--- config.mk ---
export PLATFORM = sky130hd
export DESIGN_NAME = gpio_pin_config_group
export DESIGN_NICKNAME = d
export VERILOG_FILES = /design/src/hdl/gpio_pin_config_pkg.sv /design/src/hdl/gpio_pin_config_group.sv
export VERILOG_INCLUDE_DIRS = /design/src /design/src/hdl
export SDC_FILE = /design/constraint.sdc
export NUM_CORES = 1
export LEC_CHECK = 0
export BUFFER_PORTS_ARGS = -buffer_cell sky130_fd_sc_hd__clkbuf_2
export CAP_MARGIN = 20
export CORE_UTILIZATION = 31
export CTS_BUF_LIST = sky130_fd_sc_hd__clkbuf_16
export DETAILED_ROUTE_END_ITERATION = 7
export GPL_TIMING_DRIVEN = 0
export MAX_ROUTING_LAYER = met4
export PLACE_DENSITY = 0.6
export SLEW_MARGIN = 20
export SYNTH_ARGS = -nofsm -noshare
export SYNTH_HDL_FRONTEND = slang
export SYNTH_SLANG_ARGS = --single-unit
--- constraint.sdc ---
create_clock -name pclk -period 1.7 [get_ports pclk]
set_clock_uncertainty 0.05 [all_clocks]
set_input_delay 0.085 -clock pclk [delete_from_list [all_inputs] [get_ports pclk]]
set_output_delay 0.085 -clock pclk [all_outputs]
set_load 0.02 [all_outputs]
--- src/hdl/gpio_pin_config_consts.svh ---
`ifndef GPIO_PIN_CONFIG_CONSTS_SVH
`define GPIO_PIN_CONFIG_CONSTS_SVH

// number of pins served by this group
`define NUM_PINS          8

// configuration field positions
`define CFG_DIR_BIT       0
`define CFG_POL_BIT       1
`define CFG_FSEL_BIT      2
`define CFG_FSEL_HI_BIT   3
`define CFG_OTYPE_BIT     7

// writable bits: single-bit select and two-bit select layouts
`define CFG_MASK_ONE      8'h87
`define CFG_MASK_TWO      8'h8F

// register indices; byte address is four times the index
`define FAN_OUT_A_IDX     8'h36
`define IR_RECEIVE_B_IDX  8'h37
`define IR_TRANSMIT_B_IDX 8'h38
`define KBD_RESET_IDX     8'h39
`define GATE_A20_IDX      8'h3A
`define DENSITY_ZERO_IDX  8'h3B
`define DENSITY_ONE_IDX   8'h3C
`define POWER_EVENT_IDX   8'h3D
`define PIN_DATA_IDX      8'h48
`define PIN_LEVEL_IDX     8'h49

// pin positions within the pad vectors
`define PIN_FAN           0
`define PIN_IR_RX         1
`define PIN_IR_TX         2
`define PIN_KBD_RST       3
`define PIN_GATE_A20      4
`define PIN_DENSITY_ZERO  5
`define PIN_DENSITY_ONE   6
`define PIN_POWER_EVENT   7

// reset values
`define CFG_RST_DEFAULT   8'h01
`define FAN_OUT_A_RST_MAIN 8'h00
`define IR_RECEIVE_B_RST  8'h05
`define IR_TRANSMIT_B_RST 8'h04
`define PIN_DATA_RST      8'h00

// two-bit function select codes
`define FSEL2_GPIO        2'b00
`define FSEL2_DENSITY     2'b01
`define FSEL2_EDGE_IRQ    2'b10
`define FSEL2_RSVD        2'b11

`endif

--- src/hdl/gpio_pin_config_pkg.sv ---
package gpio_pin_config_pkg;

    // one pin configuration register
    typedef logic [7:0] cfg_t;

    // two-bit alternate function select
    typedef logic [1:0] fsel_t;

endpackage : gpio_pin_config_pkg

--- src/hdl/gpio_pin_config_group.sv ---
// Decided for this implementation: the APB register port.
`timescale 1ns/1ns
`default_nettype none
`include "gpio_pin_config_consts.svh"

module gpio_pin_config_group #(
    parameter int ADDR_W = 12
) (
    input  wire logic              pclk,
    input  wire logic              presetn,
    input  wire logic              psel,
    input  wire logic              penable,
    input  wire logic              pwrite,
    input  wire logic [ADDR_W-1:0] paddr,
    input  wire logic [31:0]       pwdata,
    output logic      [31:0]       prdata,
    output logic                   pready,
    output logic                   pslverr,
    input  wire logic              main_power_on_reset,
    input  wire logic              pci_reset_n,
    input  wire logic [7:0]        pad_in,
    output logic      [7:0]        pad_out,
    output logic      [7:0]        pad_oe,
    input  wire logic              fan_speed_out_a,
    input  wire logic              infrared_transmit_b,
    input  wire logic              keyboard_reset_out_n,
    input  wire logic              gate_a20_out,
    input  wire logic              drive_density_sel_zero,
    input  wire logic              drive_density_sel_one,
    input  wire logic              power_event_out_n,
    output logic                   infrared_receive_b,
    output logic                   edge_irq_b
);

    localparam int IDX_W = ADDR_W - 2;

    // the index occupies paddr above the two byte bits; the highest
    // index in use needs seven index bits, but the check asks for ten paddr bits
    if (ADDR_W < 10) begin : g_addr_w_check
        $error("ADDR_W too small for the register indices");
    end

    // routing, masks and reset values are written for exactly eight pins
    if (`NUM_PINS != 8) begin : g_pin_count_check
        $error("pin count must match the eight routed functions");
    end

    // the configuration words must be one contiguous run of indices
    if (`POWER_EVENT_IDX - `FAN_OUT_A_IDX + 1 != `NUM_PINS) begin : g_cfg_span_check
        $error("configuration indices do not cover every pin");
    end

    gpio_pin_config_pkg::cfg_t  cfg_r [0:`NUM_PINS-1];
    logic [7:0]                 data_r;
    logic [7:0]                 pad_meta_r;
    logic [7:0]                 pad_sync_r;
    logic                       main_meta_r;
    logic                       main_sync_r;
    logic                       pci_meta_r;
    logic                       pci_sync_r;
    logic                       irq_level_prev_r;
    logic [31:0]                prdata_r;
    logic                       pready_r;
    logic                       pslverr_r;
    logic [7:0]                 pad_out_r;
    logic [7:0]                 pad_oe_r;
    logic                       ir_rx_r;
    logic                       edge_irq_r;

    logic [7:0]                 pad_out_nxt;
    logic [7:0]                 pad_oe_nxt;
    logic [7:0]                 pin_level;
    logic [7:0]                 alt_out_sel;
    logic [7:0]                 alt_val;
    logic [7:0]                 drive_val;
    logic [IDX_W-1:0]           idx;
    logic                       access;
    logic                       wr_en;
    logic                       hit_cfg;
    logic                       hit_data;
    logic                       hit_level;
    logic [31:0]                prdata_nxt;
    logic                       main_reset;
    gpio_pin_config_pkg::fsel_t fsel_two;
    logic [7:0]                 cfg_sel;

    // standby reset value of each configuration register
    function automatic gpio_pin_config_pkg::cfg_t standby_default(input int pin);
        gpio_pin_config_pkg::cfg_t v;
        v = `CFG_RST_DEFAULT;
        if (pin == `PIN_IR_RX) begin
            v = `IR_RECEIVE_B_RST;
        end else if (pin == `PIN_IR_TX) begin
            v = `IR_TRANSMIT_B_RST;
        end
        return v;
    endfunction : standby_default

    // writable bits of each configuration register
    function automatic gpio_pin_config_pkg::cfg_t write_mask(input int pin);
        gpio_pin_config_pkg::cfg_t m;
        m = `CFG_MASK_ONE;
        if (pin == `PIN_DENSITY_ONE) begin
            m = `CFG_MASK_TWO;
        end
        return m;
    endfunction : write_mask

    // apb decode; a request is served when pready_r is high
    assign idx       = paddr[ADDR_W-1:2];
    assign access    = psel & penable;
    assign hit_cfg   = (idx >= IDX_W'(`FAN_OUT_A_IDX)) && (idx <= IDX_W'(`POWER_EVENT_IDX));
    assign hit_data  = (idx == IDX_W'(`PIN_DATA_IDX));
    assign hit_level = (idx == IDX_W'(`PIN_LEVEL_IDX));
    assign wr_en     = access & pready_r & pwrite;
    assign main_reset = main_sync_r | ~pci_sync_r;
    assign fsel_two  = cfg_r[`PIN_DENSITY_ONE][`CFG_FSEL_HI_BIT:`CFG_FSEL_BIT];

    // one-hot select of the configuration word addressed by this request
    genvar s;
    for (s = 0; s < `NUM_PINS; s++) begin : g_cfg_sel
        assign cfg_sel[s] = (idx == IDX_W'(`FAN_OUT_A_IDX + s));
    end

    // two-stage synchronisers for the pad levels
    always_ff @(posedge pclk or negedge presetn) begin
        if (!presetn) begin
            pad_meta_r <= 8'h00;
            pad_sync_r <= 8'h00;
        end else begin
            pad_meta_r <= pad_in;
            pad_sync_r <= pad_meta_r;
        end
    end

    // two-stage synchronisers for the main supply and bus resets;
    // inactive after standby reset, so only a real main or bus reset reloads
    always_ff @(posedge pclk or negedge presetn) begin
        if (!presetn) begin
            main_meta_r <= 1'b0;
            main_sync_r <= 1'b0;
            pci_meta_r  <= 1'b1;
            pci_sync_r  <= 1'b1;
        end else begin
            main_meta_r <= main_power_on_reset;
            main_sync_r <= main_meta_r;
            pci_meta_r  <= pci_reset_n;
            pci_sync_r  <= pci_meta_r;
        end
    end

    // configuration registers: standby reset, main reset reload, writes
    always_ff @(posedge pclk or negedge presetn) begin
        if (!presetn) begin
            for (int i = 0; i < `NUM_PINS; i++) begin
                cfg_r[i] <= standby_default(i);
            end
        end else begin
            for (int i = 0; i < `NUM_PINS; i++) begin
                if (wr_en && cfg_sel[i]) begin
                    cfg_r[i] <= pwdata[7:0] & write_mask(i);
                end
            end
            // a main or bus reset wins over a write in the same cycle
            if (main_reset) begin
                cfg_r[`PIN_FAN]   <= `FAN_OUT_A_RST_MAIN;
                cfg_r[`PIN_IR_TX] <= `IR_TRANSMIT_B_RST;
            end
        end
    end

    // output data for pins in plain gpio use
    always_ff @(posedge pclk or negedge presetn) begin
        if (!presetn) begin
            data_r <= `PIN_DATA_RST;
        end else if (wr_en && hit_data) begin
            data_r <= pwdata[7:0];
        end
    end

    // alternate function routing for each pin
    always_comb begin
        alt_out_sel = 8'h00;
        alt_val     = 8'h00;
        // single-bit selects hand the pin to its dedicated output function
        alt_out_sel[`PIN_FAN]          = cfg_r[`PIN_FAN][`CFG_FSEL_BIT];
        alt_val[`PIN_FAN]              = fan_speed_out_a;
        alt_out_sel[`PIN_IR_TX]        = cfg_r[`PIN_IR_TX][`CFG_FSEL_BIT];
        alt_val[`PIN_IR_TX]            = infrared_transmit_b;
        alt_out_sel[`PIN_KBD_RST]      = cfg_r[`PIN_KBD_RST][`CFG_FSEL_BIT];
        alt_val[`PIN_KBD_RST]          = keyboard_reset_out_n;
        alt_out_sel[`PIN_GATE_A20]     = cfg_r[`PIN_GATE_A20][`CFG_FSEL_BIT];
        alt_val[`PIN_GATE_A20]         = gate_a20_out;
        alt_out_sel[`PIN_DENSITY_ZERO] = cfg_r[`PIN_DENSITY_ZERO][`CFG_FSEL_BIT];
        alt_val[`PIN_DENSITY_ZERO]     = drive_density_sel_zero;
        // two-bit select: only the density code routes an output
        alt_out_sel[`PIN_DENSITY_ONE]  = (fsel_two == `FSEL2_DENSITY);
        alt_val[`PIN_DENSITY_ONE]      = drive_density_sel_one;
        // low level from the event source reaches the pad, inverted only when the polarity bit is set
        alt_out_sel[`PIN_POWER_EVENT]  = cfg_r[`PIN_POWER_EVENT][`CFG_FSEL_BIT];
        alt_val[`PIN_POWER_EVENT]      = power_event_out_n;
    end

    // polarity, direction and driver style per pin
    genvar g;
    generate
        for (g = 0; g < `NUM_PINS; g++) begin : g_pin
            logic oe_pin;
            logic out_pin;

            // pad level seen by logic, after optional inversion
            assign pin_level[g] = pad_sync_r[g] ^ cfg_r[g][`CFG_POL_BIT];
            // value heading for the pad, after optional inversion
            assign drive_val[g] = (alt_out_sel[g] ? alt_val[g] : data_r[g])
                                  ^ cfg_r[g][`CFG_POL_BIT];
            always_comb begin
                if (cfg_r[g][`CFG_DIR_BIT]) begin
                    oe_pin  = 1'b0;
                    out_pin = 1'b0;
                end else if (cfg_r[g][`CFG_OTYPE_BIT]) begin
                    // open drain releases the pad for a high value
                    oe_pin  = ~drive_val[g];
                    out_pin = 1'b0;
                end else begin
                    oe_pin  = 1'b1;
                    out_pin = drive_val[g];
                end
            end

            // hand the per-pin decision to the registered pad vectors
            assign pad_oe_nxt[g]  = oe_pin;
            assign pad_out_nxt[g] = out_pin;
        end
    endgenerate

    // registered pad drive
    always_ff @(posedge pclk or negedge presetn) begin
        if (!presetn) begin
            pad_out_r <= 8'h00;
            pad_oe_r  <= 8'h00;
        end else begin
            pad_out_r <= pad_out_nxt;
            pad_oe_r  <= pad_oe_nxt;
        end
    end

    // infrared receive feed, held low while the pin is plain gpio
    always_ff @(posedge pclk or negedge presetn) begin
        if (!presetn) begin
            ir_rx_r <= 1'b0;
        end else if (cfg_r[`PIN_IR_RX][`CFG_FSEL_BIT]) begin
            ir_rx_r <= pin_level[`PIN_IR_RX];
        end else begin
            ir_rx_r <= 1'b0;
        end
    end

    // previous pin level, tracked always so selecting the interrupt sees no stale edge
    always_ff @(posedge pclk or negedge presetn) begin
        if (!presetn) begin
            irq_level_prev_r <= 1'b0;
        end else begin
            irq_level_prev_r <= pin_level[`PIN_DENSITY_ONE];
        end
    end

    // either-edge interrupt: one pulse per level change; code 11 is inert
    always_ff @(posedge pclk or negedge presetn) begin
        if (!presetn) begin
            edge_irq_r <= 1'b0;
        end else begin
            edge_irq_r <= (fsel_two == `FSEL2_EDGE_IRQ)
                          & (pin_level[`PIN_DENSITY_ONE] ^ irq_level_prev_r);
        end
    end

    // read data selection
    always_comb begin
        prdata_nxt = 32'h0000_0000;
        if (hit_cfg) begin
            for (int i = 0; i < `NUM_PINS; i++) begin
                if (cfg_sel[i]) begin
                    prdata_nxt = {24'h00_0000, cfg_r[i]};
                end
            end
        end else if (hit_data) begin
            prdata_nxt = {24'h00_0000, data_r};
        end else if (hit_level) begin
            prdata_nxt = {24'h00_0000, pin_level};
        end
    end

    // apb ready: one wait state, then a single-cycle pulse
    always_ff @(posedge pclk or negedge presetn) begin
        if (!presetn) begin
            pready_r <= 1'b0;
        end else begin
            pready_r <= access & ~pready_r;
        end
    end

    // apb error: raised with ready for a word that maps to nothing
    always_ff @(posedge pclk or negedge presetn) begin
        if (!presetn) begin
            pslverr_r <= 1'b0;
        end else begin
            pslverr_r <= access & ~pready_r & ~(hit_cfg | hit_data | hit_level);
        end
    end

    // apb read data: loaded in the wait cycle and held until the next read
    always_ff @(posedge pclk or negedge presetn) begin
        if (!presetn) begin
            prdata_r <= 32'h0000_0000;
        end else if (access && !pready_r && !pwrite) begin
            prdata_r <= prdata_nxt;
        end
    end

    // all outputs straight from flip-flops
    assign prdata             = prdata_r;
    assign pready             = pready_r;
    assign pslverr            = pslverr_r;
    assign pad_out            = pad_out_r;
    assign pad_oe             = pad_oe_r;
    assign infrared_receive_b = ir_rx_r;
    assign edge_irq_b         = edge_irq_r;

endmodule : gpio_pin_config_group

`default_nettype wire

==> summary.md <==
| Metric | Value |
|---|---|
| Outcome | complete, no violations |
| Worst-Margin Slew | 0.713 ns |
| RSZ-0062 raised after global routing | yes |
| Syn avg cell area | 12.1 µm² |
| Proportion of power drawn by combinational gates | 10.2% |
| H-tree depth | 3 |
| Cell Area, Synth | 4280 µm² |
| Static Leakage | 2.53 nW |
| Top post-synthesis cells by area | dfrtp_1, mux2_2, dfstp_2 |
| Root Buffer | clkbuf_16 |
| Net Switching | 1.09 mW |
| Drt total wl | 10.2 mm |
| Final Non-Filler Cells | 652 |
| Clk pwr share | 39.6% |
| Pins Over Slew Limit | 0 |
| Final GP Congestion | 0.940 |
| Clock Latency Late Sink | 0.35 ns |
| Synth area leader | dfrtp_1 |
| Final hold vios | 0 |
| Overflow after GRT | 0 |
| Largest family of logic cells by synthesized area | simple AND/OR/NAND/NOR gates |
| Largest net degree at the start of global routing | 91 |
| Main synth FF type | dfrtp_1 |
| PwrDens | 808 nW/µm² |
| Clock tree buffer depth | 2 |
| Ys async rst share | 100% |
| Area Growth Syn to Fin | 27.9% |
| Synth Area in Compound Gates | 7.90% |
| Post-placement cell area | 4950 µm² |
| Die W | 119 µm |
| Synth warnings | 0 |
| Internal power | 3.33 mW |
| I/O Buffers | 65 |
| Crit. End Element | flop |
| Library cells used by synthesis | 54 |
| Simple-Gate Fraction of Synth Area | 14.8% |
| Share of layout cells above drive strength 1 | 36.6% |
| CP Class | reg -> reg |
| Final min period | 1.66 ns |
| Sequential share of power | 50.2% |
| Post-Synth XOR/XNOR Area | 3.48% |
| Min-Delay Path Class | in -> reg |
| Row cnt | 42 |
| Crit path max fanout | 6 |
| Post-synth EDFFs | 0 |
| Adder-Cell Fraction of Synth Area | 0% |
| Max-Cap Viols | 0 |
| Flops & latches, synth | 90 |
| Final setup fails | 0 |
| Synth top area share | 46.2% |
| 1st-pass router iterations | 5 |
| Worst Setup Start Kind | flop |
| CTS sink count | 90 |
| Peak VDD IR | 0.445 mV |
| PnR worst setup slack | 0.0372 ns |
| Num CTS Buffers | 9 |
| Max-slew headroom | 52.0% |
| DRC | 0 |
| CTS tree | built |
| Initial antenna violation count | 0 |
| Die Y | 119 µm |
| Placed insts | 616 |
| Initial Util | 32.0% |
| CP arrival | 1.83 ns |
| Iter 0 DRT Violations | 156 |
| Detailed placement HPWL | 7.21 mm |
| DR WL/cell | 15.6 µm |
| Final period util | 97.8% |
| Final #Nets | 537 |
| Fmax | 601 MHz |
| First-pass GRT wire length | 16.5 mm |
| Vias in the first global route | 3152 |
| Worst-path clk slew | 0.06 ns |
| Drt via density | 4.72 |
| Post-route cell area | 5470 µm² |
| Tot Pwr | 4.42 mW |
| DIE AREA | 14300 µm² |
| Vias | 3077 |
| Routed Antenna Nets | 0 |
| Setup TNS Final | 0 ns |
| Overall routing resource usage | 15.9% |
| Finished Core Util | 41.0% |
| Core area | 13300 µm² |
| Post-synthesis sequential area ratio | 53.0% |
| Fin Hold WS | 0.0887 ns |
| Cells after synthesis | 352 |
| IO Pins | 118 |
| Dpl ws | -0.452 ns |
| Worst EP required | 1.87 ns |
| # diodes | 0 |
| Switching share of power | 24.6% |
| Mux share of post-synthesis cell area | 14.6% |
==> Yosys cell counts (2+ instances only) <==
library cell  number
dfrtp_1           79
mux2_2            26
buf_4             24
nor2_1            24
mux2i_1           18
nor2b_1           16
a21oi_1           12
dfstp_2           11
xor2_1            11
nor3_1             9
o21ai_0            9
mux2_1             8
nand2_1            8
nand3b_1           7
buf_2              6
xnor2_1            6
a31oi_1            5
clkbuf_1           5
a221o_1            4
mux2_4             4
o21ai_1            4
a221oi_1           3
a22oi_1            3
buf_1              3
nand2b_1           3
nor3b_1            3
nor4_4             3
o2bb2ai_1          3
o31ai_1            3
and2_1             2
buf_6              2
nand3_1            2
nand4_1            2
nor4_1             2
nor4b_2            2
or4_1              2
==> placed cells by master, fill, tap and decap left out, drive strengths merged, types with 3 or more instances in the layout <==
cell         instances
clkbuf              78
o21ai               13
dfrtp               79
nand3b               8
nor3                 9
dlygate4sd3         17
o31ai                3
a221o                4
clkinv               6
nor2b               16
nor2                24
dfstp               11
conb                24
a22oi                3
nand2                9
mux2                38
a221oi               3
nor3b                3
nand2b               3
buf                 39
o2bb2ai              3
nor4                 6
mux2i               18
xnor2                6
xor2                11
a31oi                5
a21oi               12
==> cells by family after synthesis <==
logic type | Yosys count
buffers and inverters | 40
other | 1
xor gates and xnor gates | 17
and+or+nand+nor | 97
AOI/OAI and AO/OA | 51
muxes | 56
DFF | 90
==> registers in the layout (all words and copies together), names as in the netlist <==
name,cells
cfg_r,27
data_r,8
pad_meta_r,8
pad_oe,8
pad_out,8
pad_sync_r,8
prdata,8
alt_out_sel,6
edge_irq_b,1
infrared_receive_b,1
irq_level_prev_r,1
main_meta_r,1
main_sync_r,1
pci_meta_r,1
pci_sync_r,1
pready,1
pslverr,1
==> worst paths after layout <==
kind / end / cells after the start / slack, ns / start
max reg2reg: cfg_r[57] / 6 / 0.04 / pready
min in group asynchronous: edge_irq_b / 2 / 0.33 / presetn
max in group asynchronous: pready / 2 / 0.76 / presetn
min reg2reg: main_sync_r / 0 / 0.30 / main_meta_r
max: cfg_r[57] / 6 / 0.04 / pready
min: alt_out_sel[2] / 2 / 0.09 / pwdata[2]
==> layer usage <==
layer	routed length [µm]	global-route usage (%)	up-vias	share of wire (%)
met5	0	-	-	0
met4	323	9.22	0	3.2
met3	393	3.11	25	3.9
met2	4930	24.9	86	48
met1	4540	19.1	1517	45
li1	-	-	1449	-
==> critical path, cell delays in order (launching register included) <==
cell and delay [ns]:
dfrtp_2 0.38, nand4_1 0.09, buf_6 0.16, buf_4 0.15, or4_4 0.46, o21ai_2 0.15, a21oi_2 0.07
==> final cells by class <==
| type | instances | area, µm² |
|---|---|---|
| fillers | 1317 | 7880 |
| flip-flops and latches | 90 | 2270 |
| multi-input cells | 245 | 1910 |
| repair buffers | 85 | 533 |
| plain buffers | 40 | 283 |
| clock buffers | 9 | 225 |
| well taps | 176 | 220 |
| clock inverters | 7 | 28.8 |
==> power groups by stage <==
stage               clock network (mW)  logic [mW]  registers [mW]
finish                            1.75       0.452            2.22
global placement                     0       0.411            2.25
detailed placement                   0       0.420            2.25
CTS                               1.81       0.454            2.22
global route                      1.88       0.497            2.22
floorplan                            0       0.218            2.28
==> what timing repair did <==
action | in CTS | in global routing
endpoints found under the hold margin | 95 | 0
setup buffers | 2 | 2
pin swaps | 0 | 1
setup endpoints to repair | 48 | 36
gates resized for setup | 4 | 17
hold buffers | 17 | 0
(Power assumes the default switching activity.)
